==> src/verilog/tcb_pkg.sv <==
// Constants, encodings and state codes of the touch button controller core.
// Assumes a single 250 MHz core clock; the ack limit counts are derived here.
package tcb_pkg;

  // ************************************************************
  // Clock and timing
  // ************************************************************
  localparam int CLK_PERIOD_PS     = 4000;
  localparam int ACK_MAX_US        = 140;
  localparam int SAVE_ACK_MAX_US   = 100;
  // Longest times: round down to whole cycles
  localparam int ACK_MAX_CYC       = (ACK_MAX_US * 1000000) / CLK_PERIOD_PS;
  localparam int SAVE_ACK_MAX_CYC  = (SAVE_ACK_MAX_US * 1000000) / CLK_PERIOD_PS;
  localparam int CNT_W             = 20;

  // ************************************************************
  // Widths and codes
  // ************************************************************
  localparam int ADDR_W            = 7;
  localparam int DATA_W            = 8;
  localparam int RAW_W             = 16;
  localparam int ACC_W             = 20;
  localparam logic [3:0] BIT_LAST  = 4'h8;
  localparam logic [3:0] TX_LAST   = 4'h7;
  localparam logic [7:0] CMD_SAVE  = 8'ha0;
  localparam int STAT_ACTIVE_BIT   = 0;
  localparam int STAT_SAVEOK_BIT   = 1;

  // Sleep interval select
  localparam logic [1:0] SLP_512HZ = 2'h0;
  localparam logic [1:0] SLP_64HZ  = 2'h1;
  localparam logic [1:0] SLP_8HZ   = 2'h2;
  localparam logic [1:0] SLP_1HZ   = 2'h3;

  typedef enum logic [4:0] {
    ST_IDLE    = 5'h01,
    ST_RX      = 5'h02,
    ST_STRETCH = 5'h04,
    ST_ACK     = 5'h08,
    ST_TX      = 5'h10
  } tcb_state_t;

endpackage

==> src/verilog/tcb_core.sv <==
// Serial target front end, save sequencer and sensing filters of the controller.
// Assumes SCL/SDA arrive asynchronously; sensing strobes come from the clk domain.
`timescale 1ns/1ps

// Functional notes
// - Critical register accesses acknowledged within 140 us.
// - Save command acknowledged within 100 us.
// - Busy after save ack; all else refused.
// - Averaging filter over 2/4/8/16 samples.
// - Drop sample if bus traffic during scan.
// - Save fails at 512 Hz or 64 Hz.
// - Finger at power-up with averaging: stuck active.
// - During boot any byte may match address.
module tcb_core #(
  parameter int unsigned        ACK_LAT_CYC  = 2500,
  parameter int unsigned        SAVE_ACK_CYC = 2500,
  parameter int unsigned        SAVE_CYC     = 250000,
  parameter int unsigned        BOOT_CYC     = 25000,
  parameter logic [15:0]        TOUCH_TH     = 16'h0100
) (
  // Clock and reset
  input  wire logic             clk,
  input  wire logic             srst,
  // Serial bus pins
  input  wire logic             scl_in,
  output logic                  scl_out,
  output logic                  scl_oe,
  input  wire logic             sda_in,
  output logic                  sda_out,
  output logic                  sda_oe,
  // Configuration
  input  wire logic [6:0]       dev_addr,
  input  wire logic [1:0]       sleep_sel,
  input  wire logic             avg_en,
  input  wire logic [1:0]       avg_sel,
  input  wire logic             drop_en,
  // Sensing
  input  wire logic             scan_start,
  input  wire logic             raw_valid,
  input  wire logic [15:0]      raw_count,
  input  wire logic             finger_pwrup,
  // Status
  output logic                  filt_valid,
  output logic [15:0]           filt_count,
  output logic                  sample_dropped,
  output logic                  button_active,
  output logic                  baseline_stuck,
  output logic                  boot_done,
  output logic                  save_busy,
  output logic                  save_done,
  output logic                  save_ok
);

  localparam int CW = tcb_pkg::CNT_W;
  localparam logic [CW-1:0] ACK_LAT_M1  = CW'(ACK_LAT_CYC - 1);
  localparam logic [CW-1:0] SAVE_ACK_M1 = CW'(SAVE_ACK_CYC - 1);
  localparam logic [CW-1:0] SAVE_M1     = CW'(SAVE_CYC - 1);
  localparam logic [CW-1:0] BOOT_INIT   = CW'(BOOT_CYC);

  if (ACK_LAT_CYC < 1 || ACK_LAT_CYC > tcb_pkg::ACK_MAX_CYC ||
      SAVE_ACK_CYC < 1 || SAVE_ACK_CYC > tcb_pkg::SAVE_ACK_MAX_CYC ||
      SAVE_CYC < 1 || SAVE_CYC >= (1 << CW) || BOOT_CYC >= (1 << CW)) begin : g_bad_param
    $error("tcb_core: timing parameter out of range");
  end

  // ************************************************************
  // Pin synchronisers and bus events
  // ************************************************************
  logic scl_m_reg, scl_s_reg, scl_d_reg, sda_m_reg, sda_s_reg, sda_d_reg;
  always_ff @(posedge clk) begin
    if (srst) begin
      {scl_m_reg, scl_s_reg, scl_d_reg} <= 3'h7;
      {sda_m_reg, sda_s_reg, sda_d_reg} <= 3'h7;
    end else begin
      {scl_m_reg, scl_s_reg, scl_d_reg} <= {scl_in, scl_m_reg, scl_s_reg};
      {sda_m_reg, sda_s_reg, sda_d_reg} <= {sda_in, sda_m_reg, sda_s_reg};
    end
  end
  wire scl_rise = scl_s_reg & ~scl_d_reg;
  wire scl_fall = ~scl_s_reg & scl_d_reg;
  wire start_ev = scl_s_reg & scl_d_reg & ~sda_s_reg & sda_d_reg;
  wire stop_ev  = scl_s_reg & scl_d_reg & sda_s_reg & ~sda_d_reg;

  // ************************************************************
  // Target state machine
  // ************************************************************
  tcb_pkg::tcb_state_t st_reg, st_next;
  logic [3:0]    bit_reg, bit_next;
  logic [7:0]    sh_reg, sh_next;
  logic          first_reg, first_next, rw_reg, rw_next, cmd_reg, cmd_next;
  logic [CW-1:0] lat_reg, lat_next, age_reg, age_next;
  logic          scl_oe_next, sda_oe_next, save_req;
  logic          booting_reg, save_busy_reg, save_ok_reg, button_active_reg;
  logic [7:0]    status;

  always_comb begin
    status = 8'h00;
    status[tcb_pkg::STAT_ACTIVE_BIT] = button_active_reg;
    status[tcb_pkg::STAT_SAVEOK_BIT] = save_ok_reg;
    st_next = st_reg;
    bit_next = bit_reg;
    sh_next = sh_reg;
    first_next = first_reg;
    rw_next = rw_reg;
    cmd_next = cmd_reg;
    lat_next = lat_reg;
    scl_oe_next = 1'b0;
    sda_oe_next = 1'b0;
    save_req = 1'b0;
    case (st_reg)
      tcb_pkg::ST_IDLE: ;
      tcb_pkg::ST_RX: begin
        if (scl_rise) begin
          sh_next = {sh_reg[6:0], sda_s_reg};
          bit_next = bit_reg + 4'h1;
        end else if (scl_fall && bit_reg == tcb_pkg::BIT_LAST) begin
          if (save_busy_reg) begin
            st_next = tcb_pkg::ST_IDLE;
          end else if (first_reg) begin
            // Boot-time misreading: every address byte is taken as ours
            if (sh_reg[7:1] == dev_addr || booting_reg) begin
              rw_next = sh_reg[0];
              first_next = 1'b0;
              cmd_next = 1'b1;
              lat_next = ACK_LAT_M1;
              scl_oe_next = 1'b1;
              st_next = tcb_pkg::ST_STRETCH;
            end else begin
              st_next = tcb_pkg::ST_IDLE;
            end
          end else begin
            save_req = cmd_reg && sh_reg == tcb_pkg::CMD_SAVE;
            lat_next = save_req ? SAVE_ACK_M1 : ACK_LAT_M1;
            cmd_next = 1'b0;
            scl_oe_next = 1'b1;
            st_next = tcb_pkg::ST_STRETCH;
          end
        end
      end
      tcb_pkg::ST_STRETCH: begin
        // Ack level set while SCL is still held low
        sda_oe_next = 1'b1;
        scl_oe_next = (lat_reg != '0);
        if (lat_reg == '0) begin
          st_next = tcb_pkg::ST_ACK;
        end else begin
          lat_next = lat_reg - 1'b1;
        end
      end
      tcb_pkg::ST_ACK: begin
        sda_oe_next = 1'b1;
        if (scl_fall) begin
          bit_next = 4'h0;
          if (rw_reg) begin
            sh_next = status;
            sda_oe_next = ~status[7];
            st_next = tcb_pkg::ST_TX;
          end else begin
            sda_oe_next = 1'b0;
            st_next = tcb_pkg::ST_RX;
          end
        end
      end
      tcb_pkg::ST_TX: begin
        sda_oe_next = ~sh_reg[7];
        if (scl_fall) begin
          sh_next = {sh_reg[6:0], 1'b0};
          bit_next = bit_reg + 4'h1;
          sda_oe_next = ~sh_reg[6];
          // One status byte per read; master ack is ignored
          if (bit_reg == tcb_pkg::TX_LAST) begin
            sda_oe_next = 1'b0;
            st_next = tcb_pkg::ST_IDLE;
          end
        end
      end
      default: st_next = tcb_pkg::ST_IDLE;
    endcase
    if (stop_ev || start_ev) begin
      st_next = start_ev ? tcb_pkg::ST_RX : tcb_pkg::ST_IDLE;
      bit_next = 4'h0;
      first_next = 1'b1;
      scl_oe_next = 1'b0;
      sda_oe_next = 1'b0;
      save_req = 1'b0;
    end
    age_next = (st_next == tcb_pkg::ST_STRETCH) ? age_reg + 1'b1 : '0;
  end

  always_ff @(posedge clk) begin
    if (srst) begin
      st_reg <= tcb_pkg::ST_IDLE;
      bit_reg <= 4'h0;
      sh_reg <= 8'h00;
      first_reg <= 1'b1;
      rw_reg <= 1'b0;
      cmd_reg <= 1'b0;
      lat_reg <= '0;
      age_reg <= '0;
      scl_oe <= 1'b0;
      sda_oe <= 1'b0;
      scl_out <= 1'b0;
      sda_out <= 1'b0;
    end else begin
      st_reg <= st_next;
      bit_reg <= bit_next;
      sh_reg <= sh_next;
      first_reg <= first_next;
      rw_reg <= rw_next;
      cmd_reg <= cmd_next;
      lat_reg <= lat_next;
      age_reg <= age_next;
      scl_oe <= scl_oe_next;
      sda_oe <= sda_oe_next;
      scl_out <= 1'b0;
      sda_out <= 1'b0;
    end
  end

  // ************************************************************
  // Boot window and save sequencer
  // ************************************************************
  logic [CW-1:0] boot_cnt_reg, boot_cnt_next, save_cnt_reg, save_cnt_next;
  logic          booting_next, save_busy_next, save_done_next, save_ok_next;
  wire           save_fin = save_busy_reg && save_cnt_reg == '0;
  wire           slp_bad  = sleep_sel == tcb_pkg::SLP_512HZ || sleep_sel == tcb_pkg::SLP_64HZ;

  always_comb begin
    boot_cnt_next = (boot_cnt_reg != '0) ? boot_cnt_reg - 1'b1 : boot_cnt_reg;
    booting_next = boot_cnt_next != '0;
    save_busy_next = save_busy_reg;
    save_cnt_next = save_cnt_reg;
    save_done_next = 1'b0;
    save_ok_next = save_ok_reg;
    if (save_req) begin
      save_busy_next = 1'b1;
      save_cnt_next = SAVE_M1;
    end else if (save_fin) begin
      save_busy_next = 1'b0;
      save_done_next = 1'b1;
      save_ok_next = ~slp_bad;
    end else if (save_busy_reg) begin
      save_cnt_next = save_cnt_reg - 1'b1;
    end
  end

  always_ff @(posedge clk) begin
    if (srst) begin
      boot_cnt_reg <= BOOT_INIT;
      booting_reg <= 1'b1;
      boot_done <= 1'b0;
      save_busy_reg <= 1'b0;
      save_cnt_reg <= '0;
      save_done <= 1'b0;
      save_ok_reg <= 1'b0;
    end else begin
      boot_cnt_reg <= boot_cnt_next;
      booting_reg <= booting_next;
      boot_done <= ~booting_next;
      save_busy_reg <= save_busy_next;
      save_cnt_reg <= save_cnt_next;
      save_done <= save_done_next;
      save_ok_reg <= save_ok_next;
    end
  end
  assign save_busy = save_busy_reg;
  assign save_ok = save_ok_reg;

  // ************************************************************
  // Drop and averaging filters, baseline
  // ************************************************************
  logic                      bus_act_reg, bus_act_next, drop_next, fv_next;
  logic [3:0]                avg_cnt_reg, avg_cnt_next, avg_last;
  logic [tcb_pkg::ACC_W-1:0] acc_reg, acc_next, sum;
  logic [15:0]               filt_next, base_reg, base_next;
  logic                      first_smp_reg, first_smp_next, stuck_next, act_next;
  logic [16:0]               base_th;
  wire                       smp_keep = raw_valid && !(drop_en && bus_act_reg);

  always_comb begin
    // Traffic in the same cycle as a scan start still counts
    bus_act_next = start_ev | (bus_act_reg & ~scan_start);
    avg_last = 4'((5'h02 << avg_sel) - 5'h01);
    sum = acc_reg + tcb_pkg::ACC_W'(raw_count);
    acc_next = acc_reg;
    avg_cnt_next = avg_cnt_reg;
    filt_next = filt_count;
    fv_next = 1'b0;
    drop_next = raw_valid && drop_en && bus_act_reg;
    if (!avg_en) begin
      acc_next = '0;
      avg_cnt_next = 4'h0;
    end
    if (smp_keep) begin
      if (avg_en && avg_cnt_reg == avg_last) begin
        filt_next = 16'(sum >> ({1'b0, avg_sel} + 3'h1));
        fv_next = 1'b1;
        acc_next = '0;
        avg_cnt_next = 4'h0;
      end else if (avg_en) begin
        acc_next = sum;
        avg_cnt_next = avg_cnt_reg + 4'h1;
      end else begin
        filt_next = raw_count;
        fv_next = 1'b1;
      end
    end
    base_th = {1'b0, base_reg} + {1'b0, TOUCH_TH};
    base_next = base_reg;
    first_smp_next = first_smp_reg;
    stuck_next = baseline_stuck;
    act_next = button_active_reg;
    if (filt_valid) begin
      if (first_smp_reg) begin
        base_next = filt_count;
        first_smp_next = 1'b0;
        stuck_next = avg_en & finger_pwrup;
        act_next = avg_en & finger_pwrup;
      end else if (baseline_stuck) begin
        act_next = 1'b1;
      end else begin
        act_next = {1'b0, filt_count} > base_th;
        if ({1'b0, filt_count} <= base_th) begin
          base_next = filt_count;
        end
      end
    end
  end

  always_ff @(posedge clk) begin
    if (srst) begin
      bus_act_reg <= 1'b0;
      avg_cnt_reg <= 4'h0;
      acc_reg <= '0;
      filt_count <= 16'h0000;
      filt_valid <= 1'b0;
      sample_dropped <= 1'b0;
      base_reg <= 16'h0000;
      first_smp_reg <= 1'b1;
      baseline_stuck <= 1'b0;
      button_active_reg <= 1'b0;
    end else begin
      bus_act_reg <= bus_act_next;
      avg_cnt_reg <= avg_cnt_next;
      acc_reg <= acc_next;
      filt_count <= filt_next;
      filt_valid <= fv_next;
      sample_dropped <= drop_next;
      base_reg <= base_next;
      first_smp_reg <= first_smp_next;
      baseline_stuck <= stuck_next;
      button_active_reg <= act_next;
    end
  end
  assign button_active = button_active_reg;

  wire addr_done = st_reg == tcb_pkg::ST_RX && scl_fall && bit_reg == tcb_pkg::BIT_LAST;
  wire avg_hit   = smp_keep && avg_en && avg_cnt_reg == avg_last;
endmodule

==> config.mk <==
export PLATFORM = sky130hd
export DESIGN_NAME = tcb_core
export DESIGN_NICKNAME = d
export VERILOG_FILES = /design/src/verilog/tcb_pkg.sv /design/src/verilog/tcb_core.sv
export SDC_FILE = /design/constraint.sdc
export NUM_CORES = 1
export LEC_CHECK = 0
export BUFFER_PORTS_ARGS = -buffer_cell sky130_fd_sc_hd__clkbuf_2
export CAP_MARGIN = 20
export CORE_MARGIN = 2
export CORE_UTILIZATION = 65
export CTS_CLUSTER_DIAMETER = 150
export DETAILED_ROUTE_END_ITERATION = 10
export PLACE_DENSITY = 0.94
export RECOVER_POWER = 50
export SLEW_MARGIN = 10
export SYNTH_ARGS = -nofsm -noshare
export SYNTH_HDL_FRONTEND = slang
export SYNTH_SLANG_ARGS = --single-unit
==> constraint.sdc <==
create_clock -name clk -period 5.35 [get_ports clk]
set_input_delay 1.07 -clock clk [delete_from_list [all_inputs] [get_ports clk]]
set_output_delay 1.07 -clock clk [all_outputs]
set_load 0.01 [all_outputs]
# --- Word level (Yosys, flattened, before mapping) ---
# Index checks and enable logic that the tools add are counted.
word_totals:
  ff_bits: 155
  input_bits: 36
  output_inout_bits: 28
classes:
  muxes: 74
  add_sub_neg: 9
  magnitude_cmp: 2
  eq_ne: 31
  n_reduce_logical: 39
  bitwise: 24
  shift: 2
op_table:
  columns: ["op", "n"]
  rows:
  - ["$mux W20", 11]
  - ["$mux W16", 5]
  - ["$reduce_bool A20 Y1", 3]
  - ["$sub A20 B1 Y20 const B", 3]
  - ["$mux W18", 3]
  - ["$mux W5", 10]
  - ["$logic_not A20 Y1", 2]
  - ["$pmux W20 S2", 1]
  - ["$mux W8", 4]
  - ["$mux W4", 7]
  - ["$mux W1", 26]
  - ["$pmux W5 S5", 1]
  - ["$pmux W8 S3", 1]
  - ["$ne A3 B3 Y1 const B", 7]
  - ["$add A20 B16 Y20", 1]
  - ["$ne A2 B2 Y1 const B", 10]
  - ["$shr A20 B3 Y16", 1]
  - ["$add A16 B9 Y17 const B", 1]
  - ["$gt A16 B17 Y1", 1]
  - ["$le A16 B17 Y1", 1]
  - ["$not A1 Y1", 14]
  - ["$pmux W4 S3", 1]
  - ["$reduce_and A6 Y1", 2]
  - ["$reduce_and A2 Y1", 5]
  - ["33 further kinds", 60]

# --- Depth between registers and ports, before layout ---
# Gate-level depths: netlist of the first run.
depth:
  depth_word: 10
  ltp_mapped: 13
  ltp_nobuf: 12

# --- Worst setup path before layout of the first run ---
# No wires, ideal clock.
synth_path:
  kind: "in2reg"
  from: "input raw_count[0]"
  to: "register filt_count[8]"
  stages: 11
  slack_ns: 1.829
  setup_time_ns: 0.132
  n_path_buf: 0
  arrival_time_ns: 3.389
  required_ns: 5.218
  cell_sequence: "ha_1 inv_1 fa_1 nor2b_1 o31ai_1 a21oi_1 o41ai_1 xnor2_1 mux4_2 a221oi_1 nor3_1"
synth_between:
  elab_chain_cells: 3
synth_rtl:
  columns: ["element", "line_no", "source"]
  rows:
  - ["start, declared", "tcb_core.sv:40", "input wire logic [15:0] raw_count,"]
  - ["$add A20 B16 Y20", "tcb_core.sv:284", "sum = acc_reg + tcb_pkg::ACC_W'(raw_count);"]
  - ["$shr A20 B3 Y16", "tcb_core.sv:296", "filt_next = 16'(sum >> ({1'b0, avg_sel} + 3'h1));"]
  - ["$mux W16", "tcb_core.sv:295", "if (avg_en && avg_cnt_reg == avg_last) begin"]
  - ["end signal, assigned", "tcb_core.sv:346", "filt_count <= filt_next;"]
  - ["end, declared", "tcb_core.sv:44", "output logic [15:0] filt_count,"]
# No other way between the ends.
# A chain may end at the register's enable or synchronous reset.

==> results by stage, run 1 <==
Outcome:
- The run finished, with violations left.
- The checks that failed: capacitance limit, slew limit.

Power:
- The internal power contribution is 2.10 mW.
- Per report_power, the combinational group accounts for 12.3% of the total.
- The peak ir drop on the vdd network is 238 uV.
- The portion of total power attributed to the clock network is 44.7%.
- The ratio of total power to cell area is 298 nW/um^2.
- The analysis attributes to net switching a power of 722 uW.
- Per report_power, the sequential group accounts for 43.0% of the total.
- In this run switching power makes up 25.6% of total power.
- The cell leakage power is 3.80 nW.

Final layout:
- The net count of the finished layout is 1131.
- The share of layout cells above drive strength 1 is 9.00%.
- The cell area after layout is 9480 sq um.
- The number of antenna diodes in the final layout is 0.
- Relative to the synthesized area, the layout overhead comes to 11.4%.
- The number of fill cells in the layout is 935.

Synthesis:
- For this run, the number of Yosys warnings is 0.
- After synthesis, the largest family of logic cells by area is simple AND/OR/NAND/NOR gates.
- The fraction of synthesized cell area in xor and xnor cells is 8.86%.
- The post-synthesis adder-cell area fraction is 6.12%.
- The register bit count reported by yosys is 155.
- Of the post-synthesis cell area, the dominant cell type holds 36.5%.
- The complex-gate fraction of the synthesized area is 16.0%.
- Sorting the synthesized cells by area gives the leading types as sky130_fd_sc_hd__dfxtp_1, sky130_fd_sc_hd__nor2_1, sky130_fd_sc_hd__ha_1.
- The number of enable flip-flop cells after synthesis is 0.
- Sorting the synthesized cells by how often they occur yields sky130_fd_sc_hd__nor2_1, sky130_fd_sc_hd__dfxtp_1, sky130_fd_sc_hd__a21oi_1, sky130_fd_sc_hd__nand2_1.
- The number of instances in the synthesized netlist is 1012.
- For this run, asynchronously set or reset flops after synthesis account for 0%.
- Each instance of the synthesized netlist takes up on average 8.40 sq um.
- The leading area contributor after synthesis is sky130_fd_sc_hd__dfxtp_1.
- The most instantiated flip-flop cell in the synthesis netlist is sky130_fd_sc_hd__dfxtp_1.
- The most common cell in the synthesized netlist is sky130_fd_sc_hd__nor2_1.
- The synthesized cell area is 8510 sq um.
- Of the total synthesized cell area, the portion taken by AND, OR, NAND and NOR gates is 24.1%.
- The sequential-to-total area share from yosys stat is 36.5%.
- After synthesis, the share of cell area in mux cells is 4.90%.
- The number of distinct library cells after synthesis is 67.

Routing:
- For this block, the via count after detailed routing is 7823.
- Using the TritonRoute via totals, the vias-per-cell ratio works out to 6.31.
- The number of DRC markers in iteration 0 is 868.
- The wire length per cell after detailed routing is 17.4 microns.
- Once detail routing completed, the nets flagged for antenna violations numbered 0.
- The wire length reported by the detailed router is 21600 microns.
- The first-pass detailed-route iteration total is 6.
- The residual DRC count is 0.

Floorplanning:
- The die height is 118 microns.
- The placeable core region is 12700 sq um.
- From left edge to right edge, the die measures 118 microns.
- The cell row count is 41.
- Pin placement for this block handled 64 I/O pins.
- The die covers 14000 sq um.
- The initial utilization of the core area, before any placement, comes to 66.9%.

Critical path:
- The start-to-end type of the worst setup path is in2reg.
- The worst register-to-register path has a depth of 11.
- Of all nets on the critical path, the largest fanout is 44.
- The critical path required time is 5.68 ns.
- The worst reg-to-reg setup slack is 1.96 ns.
- Traced cell by cell, the critical path runs through clkbuf_1 > inv_1 > nand2_1 > nor2_1 > a21o_1.
- The family of cells with the greatest summed delay on the critical path is buffers and inverters.
- The worst stage delay on the critical path is 1.40 ns.
- The slowest library cell on the worst path is sky130_fd_sc_hd__clkbuf_1.
- The number of cells on the critical path is 5.
- The startpoint type of the worst setup path is an input pin.
- Counting both buffers and inverters, the worst setup path holds a total of 2.
- Data arrives at the worst endpoint at 4.31 ns.
- The start of the worst register-to-register path is acc_reg[0].
- The endpoint of the most critical register-to-register path is filt_count[8].
- The endpoint kind of the worst setup timing path is a flip-flop.

Place:
- The global placer's final weighted congestion is 0.979.
- The placed instance area is 8880 sq um.
- Timing analysis after detailed placement gives a worst setup slack of 1.22 ns.
- The number of buffers added on ports is 60.
- The detailed placer's ending HPWL is 14900 microns.

STA:
- The setup slack of the critical path after layout is 1.37 ns.
- Setup repair after global routing left no endpoint under its margin.
- The highest achievable clock rate is 251 MHz.
- The count of final hold-check violations is 0.
- The final period utilization is 74.4%.
- The worst-case clock skew is 0.00733 ns.
- Counting I/O delays and the setup requirement, the final critical path takes 3.98 ns.
- In this run the tightest slew margin relative to its limit is -32.9%.
- For the pin with the worst max-slew slack, the measured transition is 1.99 ns.
- The max-slew violation count is 45.
- Summed over all failing endpoints, the final setup total negative slack is 0 ns.
- The number of setup violations in the final report is 0.

Hold path:
- The endpoint of the worst hold-timing path is sda_s_reg.
- The type of the most critical hold path is reg2reg.
- The number of instances on the worst hold path is 1.
- The start point of the worst min-delay path is sda_m_reg.

Clock tree:
- At the later pin of the worst-skew pair, clock insertion delay measures 0.43 ns.
- The hold buffer count at cts is 0.
- The number of buffers added for setup after CTS is 0.
- The total number of H-tree levels is 4.
- Counting the buffers created by CTS gives 17.
- The post-cts gate resize count is 0.
- The clock passes through at most 2 buffers.
- The library cell used as clock root buffer is sky130_fd_sc_hd__clkbuf_16.
- After clock tree synthesis, the clock-pin slew on the worst setup and hold paths is 0.07 ns.
- Clock tree synthesis found a total of 155 sinks.
- The clock tree from TritonCTS is yes.

Run:
- Max-cap violations in this run came to 1.

Global route:
- Summed over all layers, the global routing overflow is 0.
- The first-pass GRT wire length is 35600 microns.
- The global-route usage over all layers is 31.1%.
- Entering global routing, the biggest net connects 71 pins.
- The number of antenna violations at the first check in global routing was 0.
- The via count of the first global-routing pass is 7309.
routing by layer:
metal | track usage (%) | up-vias | routed length, microns
met4 | 12.8 | 0 | 612
met5 | 0 | - | 0
met2 | 50.1 | 363 | 10300
met1 | 39.8 | 3684 | 9070
li1 | - | 3706 | -
met3 | 7.58 | 70 | 1650
placed cells by master (no fill, tap or decap), types with 11 or more instances in the layout:
| cell | Yosys | layout |
|---|---|---|
| sky130_fd_sc_hd__nand3b_1 | 15 | 15 |
| sky130_fd_sc_hd__a21oi_1 | 64 | 63 |
| sky130_fd_sc_hd__a22oi_1 | 24 | 24 |
| sky130_fd_sc_hd__mux2i_1 | 27 | 27 |
| sky130_fd_sc_hd__nand3_1 | 20 | 20 |
| sky130_fd_sc_hd__inv_1 | 32 | 32 |
| sky130_fd_sc_hd__clkbuf_1 | 37 | 29 |
| sky130_fd_sc_hd__clkbuf_2 | 0 | 33 |
| sky130_fd_sc_hd__nand2_1 | 62 | 62 |
| sky130_fd_sc_hd__o21ai_0 | 19 | 20 |
| sky130_fd_sc_hd__nor4_1 | 21 | 21 |
| sky130_fd_sc_hd__a211oi_1 | 15 | 15 |
| sky130_fd_sc_hd__clkbuf_16 | 0 | 17 |
| sky130_fd_sc_hd__nor2_1 | 158 | 158 |
| sky130_fd_sc_hd__nand4_1 | 15 | 15 |
| sky130_fd_sc_hd__xor2_1 | 43 | 43 |
| sky130_fd_sc_hd__or3_1 | 11 | 11 |
| sky130_fd_sc_hd__xnor2_1 | 43 | 43 |
| sky130_fd_sc_hd__ha_1 | 40 | 40 |
| sky130_fd_sc_hd__dfxtp_1 | 155 | 155 |
| sky130_fd_sc_hd__nor3_1 | 38 | 37 |
layout make-up:
| type | count | area (sq um) | area share, % |
|---|---|---|---|
| tap | 172 | 215 | 2.27 |
| timing repair buffer | 64 | 300 | 3.17 |
| clock inverter | 10 | 138 | 1.45 |
| sequential | 155 | 3100 | 32.7 |
| multi-input combinational | 783 | 5110 | 53.9 |
| inverter | 33 | 124 | 1.31 |
| clock buffer | 22 | 484 | 5.11 |
cells by family (layout without fill, tap and decap cells):
family,count (synthesis),count (layout)
adders and majority gates,41,41
AOI/OAI and AO/OA,205,205
other,1,2
and+or+nand+nor,412,412
xor gates and xnor gates,86,86
DFF,155,155
buffers and inverters,75,129
muxes,37,37
power groups by stage:
stage | registers, mW | clock network [mW] | logic [mW]
5_1_grt | 1.22 | 1.33 | 0.377
3_3_place_gp | 1.24 | 0 | 0.322
4_1_cts | 1.22 | 1.27 | 0.341
3_5_place_dp | 1.24 | 0 | 0.335
2_1_floorplan | 1.23 | 0 | 0.250
6_report | 1.22 | 1.26 | 0.347
metrics by stage:
step | cells | utilization [%] | hold WS (ns) | power, mW
after floorplan | 1013 | - | 0.389 | 1.48
after global placement | 1206 | 69.8 | 0.396 | 1.56
after detailed placement | 1206 | 69.8 | 0.396 | 1.57
after CTS | 1238 | 74.7 | 0.414 | 2.83
after global routing | 1239 | 74.5 | 0.421 | 2.92
final | 1239 | 74.5 | 0.417 | 2.83
worst reg2reg max path, stage by stage, from the launching register on:
cell,delay [ns]
sky130_fd_sc_hd__dfxtp_1,0.31
sky130_fd_sc_hd__ha_1,0.21
sky130_fd_sc_hd__inv_1,0.10
sky130_fd_sc_hd__fa_1,0.23
sky130_fd_sc_hd__nor2b_1,0.09
sky130_fd_sc_hd__o31ai_1,0.34
sky130_fd_sc_hd__a21oi_1,0.15
sky130_fd_sc_hd__o41ai_1,0.64
sky130_fd_sc_hd__xnor2_1,0.22
sky130_fd_sc_hd__mux4_2,0.53
sky130_fd_sc_hd__a221oi_1,0.28
sky130_fd_sc_hd__nor3_1,0.08
worst max-delay path by stage:
stage                             from            end
after floorplan           raw_count[0]  filt_count[8]
after global placement    raw_count[0]  filt_count[8]
after detailed placement  raw_count[0]  filt_count[8]
after CTS                 raw_count[0]  filt_count[8]
after global routing              srst    lat_reg[19]
final                             srst    lat_reg[19]
Power figures use the tool's default switching activity.
==> run 2, diff against run 1 <==
Settings changed: CORE_UTILIZATION 65 to 61, PLACE_DENSITY 0.94 to 0.9.
Clock period 5.35 ns to 3.74 ns, I/O delays scaled along.
==> results by stage, run 2 (same netlist as run 1, synthesis figures left out) <==
Outcome:
- Status: finished with violations (unchanged).
- Violations in the final reports: capacitance limit, slew limit (unchanged).

Power:
- The ratio of total power to cell area is 429 nW/um^2 (was 298 nW/um^2).
- The cell leakage power came to 3.84 nW (was 3.80 nW).
- The peak ir drop on the vdd network is 361 uV (was 238 uV).
- The total chip power is 4.10 mW (was 2.83 mW).

STA:
- The headroom to the max-slew limit was -17.8% (was -32.9%).
- The final setup TNS is 0 ns (unchanged).
- Timing would allow up to 303 MHz.
- The max-slew violation count is 40 (was 45).
- The slew at the pin closest to its max-slew limit was 1.77 ns (was 1.99 ns).
- The worst-case clock skew is 0.00717 ns (was 0.00733 ns).
- The setup slack of the critical path after layout came to 0.441 ns (was 1.37 ns).
- The count of final hold-check violations is 0 (unchanged).
- RSZ-0062 raised after global routing: false (unchanged).
- The final period utilization is 88.2%.
- The final period demand of the worst path is 3.30 ns.
- The number of setup violations in the final report was 0 (unchanged).

Global route:
- The first-pass GRT wire length is 34600 microns (was 35600 microns).
- The via count of the first global-routing pass is 7314 (was 7309).
- The global-route usage over all layers is 29.3% (was 31.1%).
- The number of antenna violations at the first check in global routing is 0 (unchanged).
- The largest net degree at the start of global routing was 48 (was 71).
- The remaining global-route overflow is 0 (unchanged).

Clock tree:
- The hold buffer count at cts is 0 (unchanged).
- The clock latency reported for the late side of the worst-skew pair is 0.43 ns (about the same).
- The post-cts gate resize count was 0 (unchanged).
- The library cell used as clock root buffer was sky130_fd_sc_hd__clkbuf_16 (unchanged).
- The clock tree from TritonCTS was yes (unchanged).
- The total number of H-tree levels came to 4 (unchanged).
- The number of buffers added for setup after CTS is 0 (unchanged).
- The post-CTS clock slew at the launch and capture registers of the worst setup and hold paths was 0.06 ns (was 0.07 ns).
- The number of sinks driven by the clock tree came to 155 (unchanged).
- The CTS buffer count is 17 (unchanged).
- The worst-case clock buffer depth is 2 (unchanged).

Critical path:
- The depth of the most critical reg-to-reg path is 8 (was 11).
- The endpoint kind of the worst setup timing path is a flip-flop (unchanged).
- The critical path required time is 4.04 ns (was 5.68 ns).
- The maximum fanout along the worst path was 8 (was 44).
- The startpoint type of the worst setup path is a flip-flop (was input pin).
- The start-to-end type of the worst setup path is reg2reg (was in2reg).
- The arrival time at the worst endpoint is 3.60 ns (was 4.31 ns).

Floorplanning:
- The starting density of the core is 61.8% (was 66.9%).
- The I/O pin total came to 64 (unchanged).
- The die area came to 14900 sq um (was 14000 sq um).
- The placeable core region is 13800 sq um (was 12700 sq um).
- The die height is 122 microns (was 118 microns).
- The overall die width is 122 microns (was 118 microns).
- The cell row count came to 43 (was 41).

Place:
- The number of buffers added on ports is 60 (unchanged).
- The global placer's final weighted congestion was 0.946 (was 0.979).
- The placed instance area is 8980 sq um (was 8880 sq um).
- The detailed placer's ending HPWL came to 14800 microns (was 14900 microns).
- The worst setup timing slack at the placement stage is 0.192 ns (was 1.22 ns).

Final layout:
- The final-stage net count came to 1142 (was 1131).
- The number of fill cells in the layout is 1043 (was 935).
- The growth of design area from synthesis to finish is 12.3% (was 11.4%).
- Most frequent cells in the layout: sky130_fd_sc_hd__nor2_1, sky130_fd_sc_hd__dfxtp_1, sky130_fd_sc_hd__a21oi_1 (unchanged).
- The final antenna diode count is 0 (unchanged).
- The core utilization of the finished layout is 69.4% (was 74.5%).
- The share of layout cells above drive strength 1 is 9.40% (was 9.00%).
- The cell area after layout came to 9550 sq um (was 9480 sq um).
- The most common library cell in the layout ignoring fill and taps was sky130_fd_sc_hd__nor2_1 (unchanged).

Routing:
- The number of routed nets with antenna violations was 0 (unchanged).
- The residual DRC count is 0 (unchanged).
- The number of vias per cell after detailed routing came to 6.27 (was 6.31).
- The first-pass detailed-route iteration total was 5 (was 6).
- The number of DRC markers in iteration 0 was 799 (was 868).
- The overall via count from detail_route was 7863 (was 7823).
- The wire length reported by the detailed router is 21200 microns (was 21600 microns).
- The wire length per cell after detailed routing came to 16.9 microns (was 17.4 microns).

Hold path:
- The number of instances on the worst hold path was 1 (unchanged).
- The type of the most critical hold path is reg2reg (unchanged).

Run:
- The max-capacitance violation count was 1 (unchanged).
-- run 2: cell types whose count changed in the layout (fill, tap and decap cells not counted), moves of 2 or more --
cell / delta
sky130_fd_sc_hd__or2_1: -2
sky130_fd_sc_hd__clkbuf_8: -4
sky130_fd_sc_hd__bufinv_16: +2
sky130_fd_sc_hd__or2_0: +3
sky130_fd_sc_hd__buf_4: +10
sky130_fd_sc_hd__clkinv_2: -3
-- run 2: layout make-up --
class                   count  area, sq um  share of cell area, %
inverters                  33          124                   1.30
flip-flops and latches    155         3100                   32.5
well taps                 180          225                   2.36
clock inverters            10          193                   2.02
clock buffers              18          429                   4.49
multi-input cells         783         5110                   53.5
repair buffers             75          369                   3.86
-- run 2: metal layers --
layer | wire length, microns | share of wire [%] | vias up | GRT usage (%)
met1 | 9280 | 44 | 3675 | 38.9
met4 | 676 | 3.2 | 0 | 14.1
li1 | - | - | 3736 | -
met5 | 0 | 0 | - | 0
met3 | 1620 | 7.6 | 70 | 5.20
met2 | 9650 | 45 | 382 | 46.1
-- run 2: critical path, cell delays in order (launching register included) --
cell and delay, ns:
sky130_fd_sc_hd__dfxtp_1 0.37, sky130_fd_sc_hd__nor4_1 0.61, sky130_fd_sc_hd__nand4_1 0.29, sky130_fd_sc_hd__or2_0 0.54, sky130_fd_sc_hd__nand3_2 0.23, sky130_fd_sc_hd__nor2_1 0.07
sky130_fd_sc_hd__xor2_1 0.16, sky130_fd_sc_hd__or4_4 0.49, sky130_fd_sc_hd__or4_1 0.41
-- run 2: per-stage QoR --
| stage | hold slack (ns) | cells |
|---|---|---|
| after CTS | 0.417 | 1254 |
| after global routing | 0.433 | 1254 |
| after detailed placement | 0.400 | 1226 |
| final | 0.420 | 1254 |
| after floorplan | 0.389 | 1013 |
| after global placement | 0.400 | 1226 |
-- run 2: path summary, 6_finish.rpt --
path,startpoint,end,slack [ns]
min,sda_m_reg,sda_s_reg,0.42
max,boot_cnt_reg[2],booting_reg,0.44
max reg2reg,boot_cnt_reg[2],booting_reg,0.44
min reg2reg,sda_m_reg,sda_s_reg,0.42
-- run 2: report_power, final --
group | leakage (nW) | internal [mW] | switching, mW | total, mW
combinational | 2.28 | 0.201 | 0.299 | 0.500
sequential | 1.26 | 1.69 | 0.0459 | 1.74
clock | 0.299 | 1.17 | 0.691 | 1.86
total | 3.84 | 3.07 | 1.04 | 4.10
